===== config.mk =====
export PLATFORM = sky130hd
export DESIGN_NAME = pssl_initiator
export DESIGN_NICKNAME = d
export VERILOG_FILES = /design/src/shared/pssl_pkg.sv /design/src/rtl/pssl_sync.sv /design/src/rtl/pssl_initiator.sv
export SDC_FILE = /design/constraint.sdc
export NUM_CORES = 1
export LEC_CHECK = 0
export ABC_AREA = 1
export ABC_CLOCK_PERIOD_IN_PS = 73300
export BUFFER_PORTS_ARGS = -buffer_cell sky130_fd_sc_hd__buf_4
export CORE_UTILIZATION = 65
export CTS_CLUSTER_SIZE = 12
export DETAILED_ROUTE_END_ITERATION = 8
export PLACE_DENSITY = 0.8
export SYNTH_ARGS = -nofsm -noshare
export SYNTH_HDL_FRONTEND = slang
export SYNTH_SLANG_ARGS = --single-unit

===== constraint.sdc =====
create_clock -name clock -period 73.3 [get_ports clock]
set_clock_uncertainty 0.2 [all_clocks]
set_input_delay 14.66 -clock clock [delete_from_list [all_inputs] [get_ports clock]]
set_output_delay 14.66 -clock clock [all_outputs]
set_load 0.02 [all_outputs]

===== src/shared/pssl_pkg.sv =====
package pssl_pkg;

    // Clock and serial timing
    localparam int          CLK_HZ          = 200_000_000;
    localparam int          TOL_PPM         = 100;
    localparam int          NUM_RATES       = 9;
    localparam int          DIV_W           = 17;
    localparam int          SYNC_STAGES     = 3;
    localparam logic [3:0]  RATE_RST        = 4'h2;
    localparam logic [3:0]  DATA_BITS       = 4'h8;

    // Baud rate index decode, cycles per bit rounded to nearest
    function automatic logic [DIV_W-1:0] pssl_bit_cycles(input logic [3:0] rate);
        int baud;
        case (rate)
            4'h0:    baud = 2400;
            4'h1:    baud = 4800;
            4'h2:    baud = 9600;
            4'h3:    baud = 19200;
            4'h4:    baud = 38400;
            4'h5:    baud = 57600;
            4'h6:    baud = 76800;
            4'h7:    baud = 115200;
            4'h8:    baud = 153600;
            default: baud = 9600;
        endcase
        pssl_bit_cycles = DIV_W'((CLK_HZ + baud / 2) / baud);
    endfunction : pssl_bit_cycles

    // Sideband pin bundle toward the target
    typedef struct packed {
        logic reset_req_o;
        logic reset_req_oe;
        logic sense_i_o;
        logic sense_i_oe;
    } pssl_side_out_t;

    // Received byte with framing status
    typedef struct packed {
        logic       valid;
        logic       frame_err;
        logic [7:0] data;
    } pssl_rx_t;

endpackage : pssl_pkg


===== src/rtl/pssl_sync.sv =====
`timescale 1ns/1ps
// Three-stage synchroniser with agreement filter
module pssl_sync (
    // Clock and reset
    input  wire logic clock,
    input  wire logic rst_n,
    input  wire logic clk_en,
    // Asynchronous input and filtered level
    input  wire logic din,
    output logic      dout
);
    logic [2:0] sync_reg;
    logic       dout_reg;
    wire        agree = (sync_reg[1] == sync_reg[2]);

    // Shift chain; stage 0 feeds only stage 1
    always_ff @(posedge clock) begin
        if (!rst_n) begin
            sync_reg <= 3'h0;
            dout_reg <= 1'b0;
        end else if (clk_en) begin
            sync_reg <= {sync_reg[1:0], din};
            if (agree) begin
                dout_reg <= sync_reg[2];
            end
        end
    end

    assign dout = dout_reg;
endmodule : pssl_sync


===== src/rtl/pssl_initiator.sv =====
`timescale 1ns/1ps
// Initiator port: serial link plus sideband lines
module pssl_initiator
    import pssl_pkg::*;
(
    // Clock, reset, enable
    input  wire logic                 clock,
    input  wire logic                 rst_n,
    input  wire logic                 clk_en,
    // User control
    input  wire logic [3:0]           rate_sel,
    input  wire logic                 present,
    input  wire logic                 reset_req,
    input  wire logic                 active_negate,
    // User transmit stream
    input  wire logic                 tx_valid,
    input  wire logic [7:0]           tx_data,
    output logic                      tx_ready,
    // User receive stream and status
    output pssl_pkg::pssl_rx_t        rx_out,
    output logic                      attention,
    output logic                      attention_rise,
    output logic                      target_present,
    // Link pins
    output logic                      txd,
    input  wire logic                 rxd,
    input  wire logic                 attention_in,
    input  wire logic                 sense_t_in,
    output pssl_pkg::pssl_side_out_t  side_out
);
    import pssl_pkg::*;

    typedef enum logic [1:0] {PSSL_IDLE, PSSL_START, PSSL_DATA, PSSL_STOP} pssl_state_t;

    // Synchronised inputs
    logic rxd_s, attn_s, sense_s;
    logic [2:0] sync_in;
    logic [2:0] sync_out;
    assign sync_in = {~rxd, attention_in, sense_t_in}; // Serial line inverted: cleared chain reads idle

    genvar g;
    generate
        for (g = 0; g < 3; g++) begin : g_sync
            pssl_sync u_sync (
                .clock  (clock),
                .rst_n  (rst_n),
                .clk_en (clk_en),
                .din    (sync_in[g]),
                .dout   (sync_out[g])
            );
        end
    endgenerate
    assign rxd_s   = ~sync_out[2]; // No false start bit after reset
    assign attn_s  = sync_out[1];
    assign sense_s = sync_out[0];

    // Rate latched only while both ends idle
    logic [3:0]       rate_reg;
    logic [DIV_W-1:0] bit_cyc;
    wire              rate_ok = (rate_sel < 4'(NUM_RATES));
    assign bit_cyc = pssl_bit_cycles(rate_reg);

    // Transmitter
    pssl_state_t      tx_st_reg;
    logic [DIV_W-1:0] tx_cnt_reg;
    logic [3:0]       tx_bit_reg;
    logic [7:0]       tx_sh_reg;
    logic             txd_reg;
    logic             tx_ready_reg;
    wire              tx_tick = (tx_cnt_reg == bit_cyc - DIV_W'(1));
    wire              tx_take = tx_ready_reg && tx_valid;

    // Receiver
    pssl_state_t      rx_st_reg;
    logic [DIV_W-1:0] rx_cnt_reg;
    logic [3:0]       rx_bit_reg;
    logic [7:0]       rx_sh_reg;
    pssl_rx_t         rx_reg;
    wire              rx_tick = (rx_cnt_reg == bit_cyc - DIV_W'(1));
    wire              rx_mid  = (rx_cnt_reg == (bit_cyc >> 1));

    always_ff @(posedge clock) begin
        if (!rst_n) begin
            rate_reg <= RATE_RST;
        end else if (clk_en && tx_st_reg == PSSL_IDLE && rx_st_reg == PSSL_IDLE && rate_ok) begin
            rate_reg <= rate_sel;
        end
    end

    // Serialiser: start bit, eight data bits LSB first, stop bit
    always_ff @(posedge clock) begin
        if (!rst_n) begin
            tx_st_reg    <= PSSL_IDLE;
            tx_cnt_reg   <= '0;
            tx_bit_reg   <= 4'h0;
            tx_sh_reg    <= 8'h00;
            txd_reg      <= 1'b1;
            tx_ready_reg <= 1'b0;
        end else if (clk_en) begin
            case (tx_st_reg)
                PSSL_IDLE: begin
                    txd_reg      <= 1'b1;
                    tx_cnt_reg   <= '0;
                    tx_ready_reg <= !tx_take;
                    if (tx_take) begin
                        tx_sh_reg <= tx_data;
                        txd_reg   <= 1'b0;
                        tx_st_reg <= PSSL_START;
                    end
                end
                PSSL_START, PSSL_DATA: begin
                    tx_cnt_reg <= tx_tick ? '0 : tx_cnt_reg + DIV_W'(1);
                    if (tx_tick) begin
                        txd_reg    <= tx_sh_reg[0];
                        tx_sh_reg  <= {1'b0, tx_sh_reg[7:1]};
                        tx_bit_reg <= (tx_st_reg == PSSL_START) ? 4'h0 : tx_bit_reg + 4'h1;
                        if (tx_st_reg == PSSL_START) begin
                            tx_st_reg <= PSSL_DATA;
                        end else if (tx_bit_reg == DATA_BITS - 4'h1) begin
                            txd_reg   <= 1'b1;
                            tx_st_reg <= PSSL_STOP;
                        end
                    end
                end
                PSSL_STOP: begin
                    tx_cnt_reg <= tx_tick ? '0 : tx_cnt_reg + DIV_W'(1);
                    if (tx_tick) begin
                        tx_st_reg    <= PSSL_IDLE;
                        tx_ready_reg <= 1'b1;
                    end
                end
                default: tx_st_reg <= PSSL_IDLE;
            endcase
        end
    end

    // Deserialiser sampling mid-bit
    always_ff @(posedge clock) begin
        if (!rst_n) begin
            rx_st_reg  <= PSSL_IDLE;
            rx_cnt_reg <= '0;
            rx_bit_reg <= 4'h0;
            rx_sh_reg  <= 8'h00;
            rx_reg     <= '0;
        end else if (clk_en) begin
            rx_reg.valid <= 1'b0;
            case (rx_st_reg)
                PSSL_IDLE: begin
                    rx_cnt_reg <= '0;
                    rx_bit_reg <= 4'h0;
                    if (!rxd_s) begin
                        rx_st_reg <= PSSL_START;
                    end
                end
                PSSL_START: begin
                    rx_cnt_reg <= rx_cnt_reg + DIV_W'(1);
                    if (rx_mid) begin
                        rx_cnt_reg <= '0;
                        rx_st_reg  <= rxd_s ? PSSL_IDLE : PSSL_DATA;
                    end
                end
                PSSL_DATA: begin
                    rx_cnt_reg <= rx_tick ? '0 : rx_cnt_reg + DIV_W'(1);
                    if (rx_tick) begin
                        rx_sh_reg  <= {rxd_s, rx_sh_reg[7:1]};
                        rx_bit_reg <= rx_bit_reg + 4'h1;
                        if (rx_bit_reg == DATA_BITS - 4'h1) begin
                            rx_st_reg <= PSSL_STOP;
                        end
                    end
                end
                PSSL_STOP: begin
                    rx_cnt_reg <= rx_tick ? '0 : rx_cnt_reg + DIV_W'(1);
                    if (rx_tick) begin
                        rx_reg.valid     <= 1'b1;
                        rx_reg.frame_err <= !rxd_s;
                        rx_reg.data      <= rx_sh_reg;
                        rx_st_reg        <= PSSL_IDLE;
                    end
                end
                default: rx_st_reg <= PSSL_IDLE;
            endcase
        end
    end

    // Sideband outputs and status
    logic           attn_reg;
    logic           attn_rise_reg;
    logic           tpres_reg;
    pssl_side_out_t side_reg;
    pssl_side_out_t side_next;

    assign side_next.reset_req_o  = reset_req;
    assign side_next.reset_req_oe = reset_req || active_negate;
    assign side_next.sense_i_o    = present;
    assign side_next.sense_i_oe   = present || active_negate;

    always_ff @(posedge clock) begin
        if (!rst_n) begin
            attn_reg      <= 1'b0;
            attn_rise_reg <= 1'b0;
            tpres_reg     <= 1'b0;
            side_reg      <= '0;
        end else if (clk_en) begin
            attn_reg      <= attn_s;
            attn_rise_reg <= attn_s && !attn_reg;
            tpres_reg     <= sense_s;
            side_reg      <= side_next;
        end
    end

    // Released lines read as zero via the synchroniser
    assign tx_ready       = tx_ready_reg;
    assign txd            = txd_reg;
    assign rx_out         = rx_reg;
    assign attention      = attn_reg;
    assign attention_rise = attn_rise_reg;
    assign target_present = tpres_reg;
    assign side_out       = side_reg;

    // Checks
    drive_true_a: assert property (@(posedge clock) disable iff (!rst_n)
        side_out.reset_req_o |-> side_out.reset_req_oe)
        else $error("reset request asserted but not driven");
    sense_drive_a: assert property (@(posedge clock) disable iff (!rst_n)
        side_out.sense_i_o |-> side_out.sense_i_oe)
        else $error("presence asserted but not driven");
    pres_follow_a: assert property (@(posedge clock) disable iff (!rst_n)
        clk_en && present ##1 clk_en |-> side_out.sense_i_o)
        else $error("presence not held");
    reset_follow_a: assert property (@(posedge clock) disable iff (!rst_n)
        clk_en && reset_req ##1 clk_en |-> side_out.reset_req_o)
        else $error("reset request not forwarded");
    attn_pulse_a: assert property (@(posedge clock) disable iff (!rst_n)
        $rose(attention_rise) |-> attention && !$past(attention))
        else $error("attention edge without rise");
    tx_start_a: assert property (@(posedge clock) disable iff (!rst_n)
        clk_en && tx_take |=> txd == 1'b0)
        else $error("start bit missing");
    tx_ready_a: assert property (@(posedge clock) disable iff (!rst_n)
        tx_st_reg != PSSL_IDLE |-> !tx_ready)
        else $error("ready while sending");
    rate_range_a: assert property (@(posedge clock) disable iff (!rst_n)
        rate_reg < 4'(NUM_RATES))
        else $error("rate index out of range");
    rx_stop_a: assert property (@(posedge clock) disable iff (!rst_n)
        $rose(rx_out.valid) |-> $past(rx_st_reg) == PSSL_STOP)
        else $error("byte without stop bit");

endmodule : pssl_initiator


## Word level (Yosys, flattened, before mapping)

Memories as Yosys holds them, arrays and structs flattened. A register that Yosys moved wholly into a read port is not among the register bits.
Cells that the tools add are included.

| cells by class | value |
|---|---|
| div/mod/pow operators | 1 |
| eq/ne operators | 23 |
| add/subtract/negate cells | 7 |
| multiplexer cells | 35 |
| reduce and logical (&&, ||, !) cells | 29 |
| $lt $le $gt $ge | 1 |
| bitwise gates (word level) | 3 |

Operators by type and width:

| operator | count |
|---|---|
| two-way mux 17 bit | 3 |
| one-hot mux 17 bit (3 select lines) | 1 |
| adder 17 x 1 -> 17 bit, second input constant | 2 |
| == test 17 bit | 2 |
| one-hot mux 17 bit (2 select lines) | 1 |
| adder 29 x 32 -> 32 bit, first input constant | 1 |
| adder 32 x 1 -> 32 bit | 1 |
| divider 32 x 32 -> 32 bit | 1 |
| two-way mux 2 bit | 11 |
| two-way mux 10 bit | 2 |
| AND reduction 3 bit | 6 |
| == test 17 x 16 -> 1 bit | 1 |
| subtractor 17 x 1 -> 17 bit, second input constant | 1 |
| two-way mux 4 bit | 4 |
| two-way mux 8 bit | 2 |
| one-hot mux 8 bit (2 select lines) | 1 |
| inequality test 2 bit, second input constant | 7 |
| adder 4 x 1 -> 4 bit, second input constant | 2 |
| == test 2 bit, second input constant | 4 |
| == test 4 x 3 -> 1 bit, second input constant | 2 |
| one-hot mux 2 bit (4 select lines) | 1 |
| one-hot mux 4 bit (2 select lines) | 1 |
| one-hot mux 2 bit (3 select lines) | 1 |
| AND reduction 2 bit | 3 |
| other kinds (19) | 38 |

| storage, ports and cells | value |
|---|---|
| output and inout bits | 19 |
| ROM bits | 208 |
| logic and storage cells | 127 |
| register bits | 97 |
| memories kept | 1 |

Memories:

| memory | words | bits a word | rd ports | clocked after memory_dff | write ports | line | text |
|---|---|---|---|---|---|---|---|
| (name not given) | 16 | 13 | 1 | 1 | 0 | pssl_pkg.sv:15 | `case (rate)` |

## Longest topological paths before layout

| logic depth | value |
|---|---|
| depth after elaboration | 8 |
| gate-level depth with buffers | 470 |
| gate-level depth less buffers | 439 |

## Modules after synthesis

Synthesis repeated with hierarchy kept, for this count alone.

| second synthesis, totals | value |
|---|---|
| cells, all modules | 3716 |
| area total of the unflattened synthesis | 23188.5 um^2 |

Modules (own cells, without submodules):

| module | cells each | seq. area each (um^2) | times used | area each (um^2) |
|---|---|---|---|---|
| pssl_initiator | 3647 | 1961.9 | 1 | 22693.0 |
| pssl_sync | 23 | 80.1 | 3 | 165.2 |

## Worst setup path after synthesis

Ideal clock, no wire load.

| timing | value |
|---|---|
| path kind | reg-to-reg |
| start point | register (tool-made name) |
| end point | register rx_cnt_reg[16] |
| clock period less this slack | 60.698 ns |
| path slack | 12.602 ns |
| data required time | 72.968 ns |
| path buffers | 34 |
| stages on the path, launching flop included | 454 |
| arrival | 60.366 ns |
| setup time | 0.132 ns |
| path through | dfxtp_1 > inv_1 > ha_1 > nand2_1 > nor3_4 > nand2_1 > inv_1 > nand2_1 > nor2_1 > ha_1 > a21oi_1 > nand2_1 > o32ai_1 > ha_1 > a21oi_1 > nand2_1 > nand2_1 > nand2_1 > [418 not listed] > ha_1 > nand4_1 > nor3_1 > xor2_1 > inv_1 > nand2_1 > nand4_1 > nor2_1 > nand4_1 > nor2_1 > nand3_1 > nor2_2 > nand3_4 > nand2_4 > nand2_4 > buf_6 > nand3_2 > a21oi_1 |

RTL lines:

| item | line | text |
|---|---|---|
| to (signal assigned) | pssl_initiator.sv:156 | `rx_cnt_reg <= rx_cnt_reg + DIV_W'(1);` |
| to (signal assigned) | pssl_initiator.sv:163 | `rx_cnt_reg <= rx_tick ? '0 : rx_cnt_reg + DIV_W'(1);` |
| to (signal assigned) | pssl_initiator.sv:173 | `rx_cnt_reg <= rx_tick ? '0 : rx_cnt_reg + DIV_W'(1);` |
| to (decl) | pssl_initiator.sv:75 | `logic [DIV_W-1:0] rx_cnt_reg;` |

==> results.yml <==
worst_setup_path:
  setup.worst_path.start_class: "flop"
  crit_path_end_kind: "flop"
  critPathMostFrequentCell: "nand2_1"
  crit_path_top_delay_cell: "o21ai_0"
  critPathKind: "reg2reg"
  worstPathRequired_ps: 73400
  data_arrival_time_of_the_critical_path_ps: 67170
  cpPeakStageDelay_ps: 450
  worst-path-max-fanout: 27
routing:
  firstDrtPassIters: 6
  detailroute.via_count: 24386
  drtIter0Drc: 1834
  remaining_drc_errors: 0
  ant_nets: 0
  vias_per_cell: 5.79
  postRouteWirelength_mm: 63.9
  route.detailed.wl_per_inst_um: 15.2
die:
  fp.dieW_um: 188
  die-height_um: 188
  initial_core_util_pct: 66.7
  ios: 41
  die_area_um2: 35500
  coreArea_um2: 33900
  placementRows: 67
place:
  port_buffers: 40
  post-dp-hpwl_mm: 49.7
  gp_routability_congestion: 0.943
  place.detailed.instances: 4169
  pre_cts_ws_ps: 1760
clocking:
  root_buffer: "clkbuf_16"
  htree_levels: 3
  cts_tree: "built"
  cts.path.max_buffers: 2
  path_clk_slew_ps: 90
  cts_buffers: 9
  numClockSinks: 110
  cts_hold_fix_bufs: 0
  worstSkewPairLatency_ps: 370
synth:
  post_synth_main_area_contributors: "ha_1, nand2_1, dfxtp_1, inv_1, xor2_1"
  postSynthRegisterBits: 110
  synth_common_cells: "nand2_1, inv_1, ha_1"
  yosysSeqAreaShare_pct: 9.75
  yosys_most_used_dff: "dfxtp_1"
  synth_largest_type_area_fraction_pct: 16.2
  synth-edff-count: 0
  synth-async-reset-ratio_pct: 0
  average_size_of_a_mapped_cell_um2: 6.05
  post-synth-top-count-cell: "nand2_1"
  post_synth_instance_area_um2: 22600
  total_of_warnings_raised_by_yosys: 0
  synth_top_cell_by_area: "ha_1"
  synth.lib_cells_used.distinct: 77
  syn-instance-count: 3736
final_layout:
  layoutNonFillerInstCount: 4209
  finalNetCount: 4070
  diodes: 0
  layout-drive-gt1-share_pct: 9.09
  area_delta_synth_final_pct: 5.52
global_route:
  grt.total_usage_pct: 34.8
  grt_max_degree: 61
  wire_length_of_the_first_global_routing_pass_mm: 105
  vias_in_the_first_global_route: 22732
  grt_overflow_total: 0
  grt_antenna_before_repair: 0
timing:
  final_period_minus_worst_setup_slack_ps: 67070
  fin_ws_ps: 6230
  timing_hold_violations_final: 0
  maxSlewHeadroom_pct: 7.42
  achievable-frequency_mhz: 14.9
  setup_tns_ps: 0
  report.final.setup_viol: 0
  timing.final.max_slew_violations: 0
  tightest_slew_ps: 1380
  timing.final.crit_share_pct: 91.5
worst_hold_path:
  hold_path_class: "reg2reg"
run:
  max_cap_viol_count: 0
status:
  status: "finished clean"
==> final cells by class <==
cell class | count | area [um2]
sequential | 110 | 2200
clock inverter | 7 | 88.8
timing repair inverter | 5 | 27.5
multi-input combinational | 3018 | 18100
timing repair buffer | 77 | 582
clock buffer | 9 | 225
tap | 448 | 561
fill | 3073 | 10000
inverter | 535 | 2060
==> final timing paths <==
| check | from | to | slack (ps) | cells after the start |
|---|---|---|---|---|
| min reg2reg | g_sync[1].u_sync.sync_reg[2] | g_sync[1].u_sync.dout | 260 | 2 |
| max | flop | tx_sh_reg[3] | 6230 | 421 |
| min | g_sync[1].u_sync.sync_reg[2] | g_sync[1].u_sync.dout | 260 | 2 |
| max reg2reg | flop | tx_sh_reg[3] | 6230 | 421 |
==> routing by layer <==
metal / GRT usage (%) / part of all wire [%] / wire length [um]
met5: 0 / 0 / 0
met4: 11.6 / 3.2 / 2020
met3: 3.24 / 7.0 / 4470
met2: 60.7 / 46 / 29300
met1: 44.8 / 44 / 28100
==> critical path, delay by kind of cell, from the launching register on <==
| family | cells | cell delay, ps |
|---|---|---|
| and+or+nand+nor | 177 | 22920 |
| adders and majority gates | 27 | 8570 |
| AOI/OAI and AO/OA | 141 | 25770 |
| xor gates and xnor gates | 2 | 300 |
| DFF | 1 | 380 |
| buffers and inverters | 74 | 8640 |
==> cells by family after synthesis <==
logic type               count (synthesis)  synth area share [%]
AND/OR/NAND/NOR                       1842                  37.7
AO/OA/AOI/OAI                          615                  15.4
multiplexers                             2                0.0942
buffers and inverters                  620                  11.0
flip-flops                             110                  9.75
adder cells (fa/ha/maj)                292                  16.2
XOR/XNOR                               253                  9.81
other                                    2                0.0333
==> what timing repair did <==
item                                    CTS  global route
buffers inserted                          0            16
gates resized for setup                   0            56
endpoints found under the setup margin    0            74
==> placed cells by master, fill, tap and decap left out, types with 20 or more instances in the layout <==
cell,n
or2_2,23
nand3_2,30
buf_4,76
nand3_1,291
o21bai_1,26
nor2_2,33
a21oi_1,224
o21ai_0,218
nand4_1,91
nand2_2,43
nor2_1,266
dfxtp_1,110
nor3_1,34
xor2_1,181
nand2_1,938
xnor2_1,70
o21ai_1,30
ha_1,290
inv_1,493
inv_2,20
a21o_1,20
==> per-stage QoR <==
| stage | cell area, um2 | util, % | hold slack [ps] |
|---|---|---|---|
| after floorplan | 22600 | - | 240 |
| after global placement | 23200 | 68.4 | 247 |
| after detailed placement | 23200 | 68.4 | 261 |
| after CTS | 23500 | 69.3 | 273 |
| after global routing | 23800 | 70.4 | 288 |
| final | 23800 | 70.4 | 262 |
Power is not shown: default switching activity piles up to over one toggle a cycle in this logic, so the estimate is an artifact.
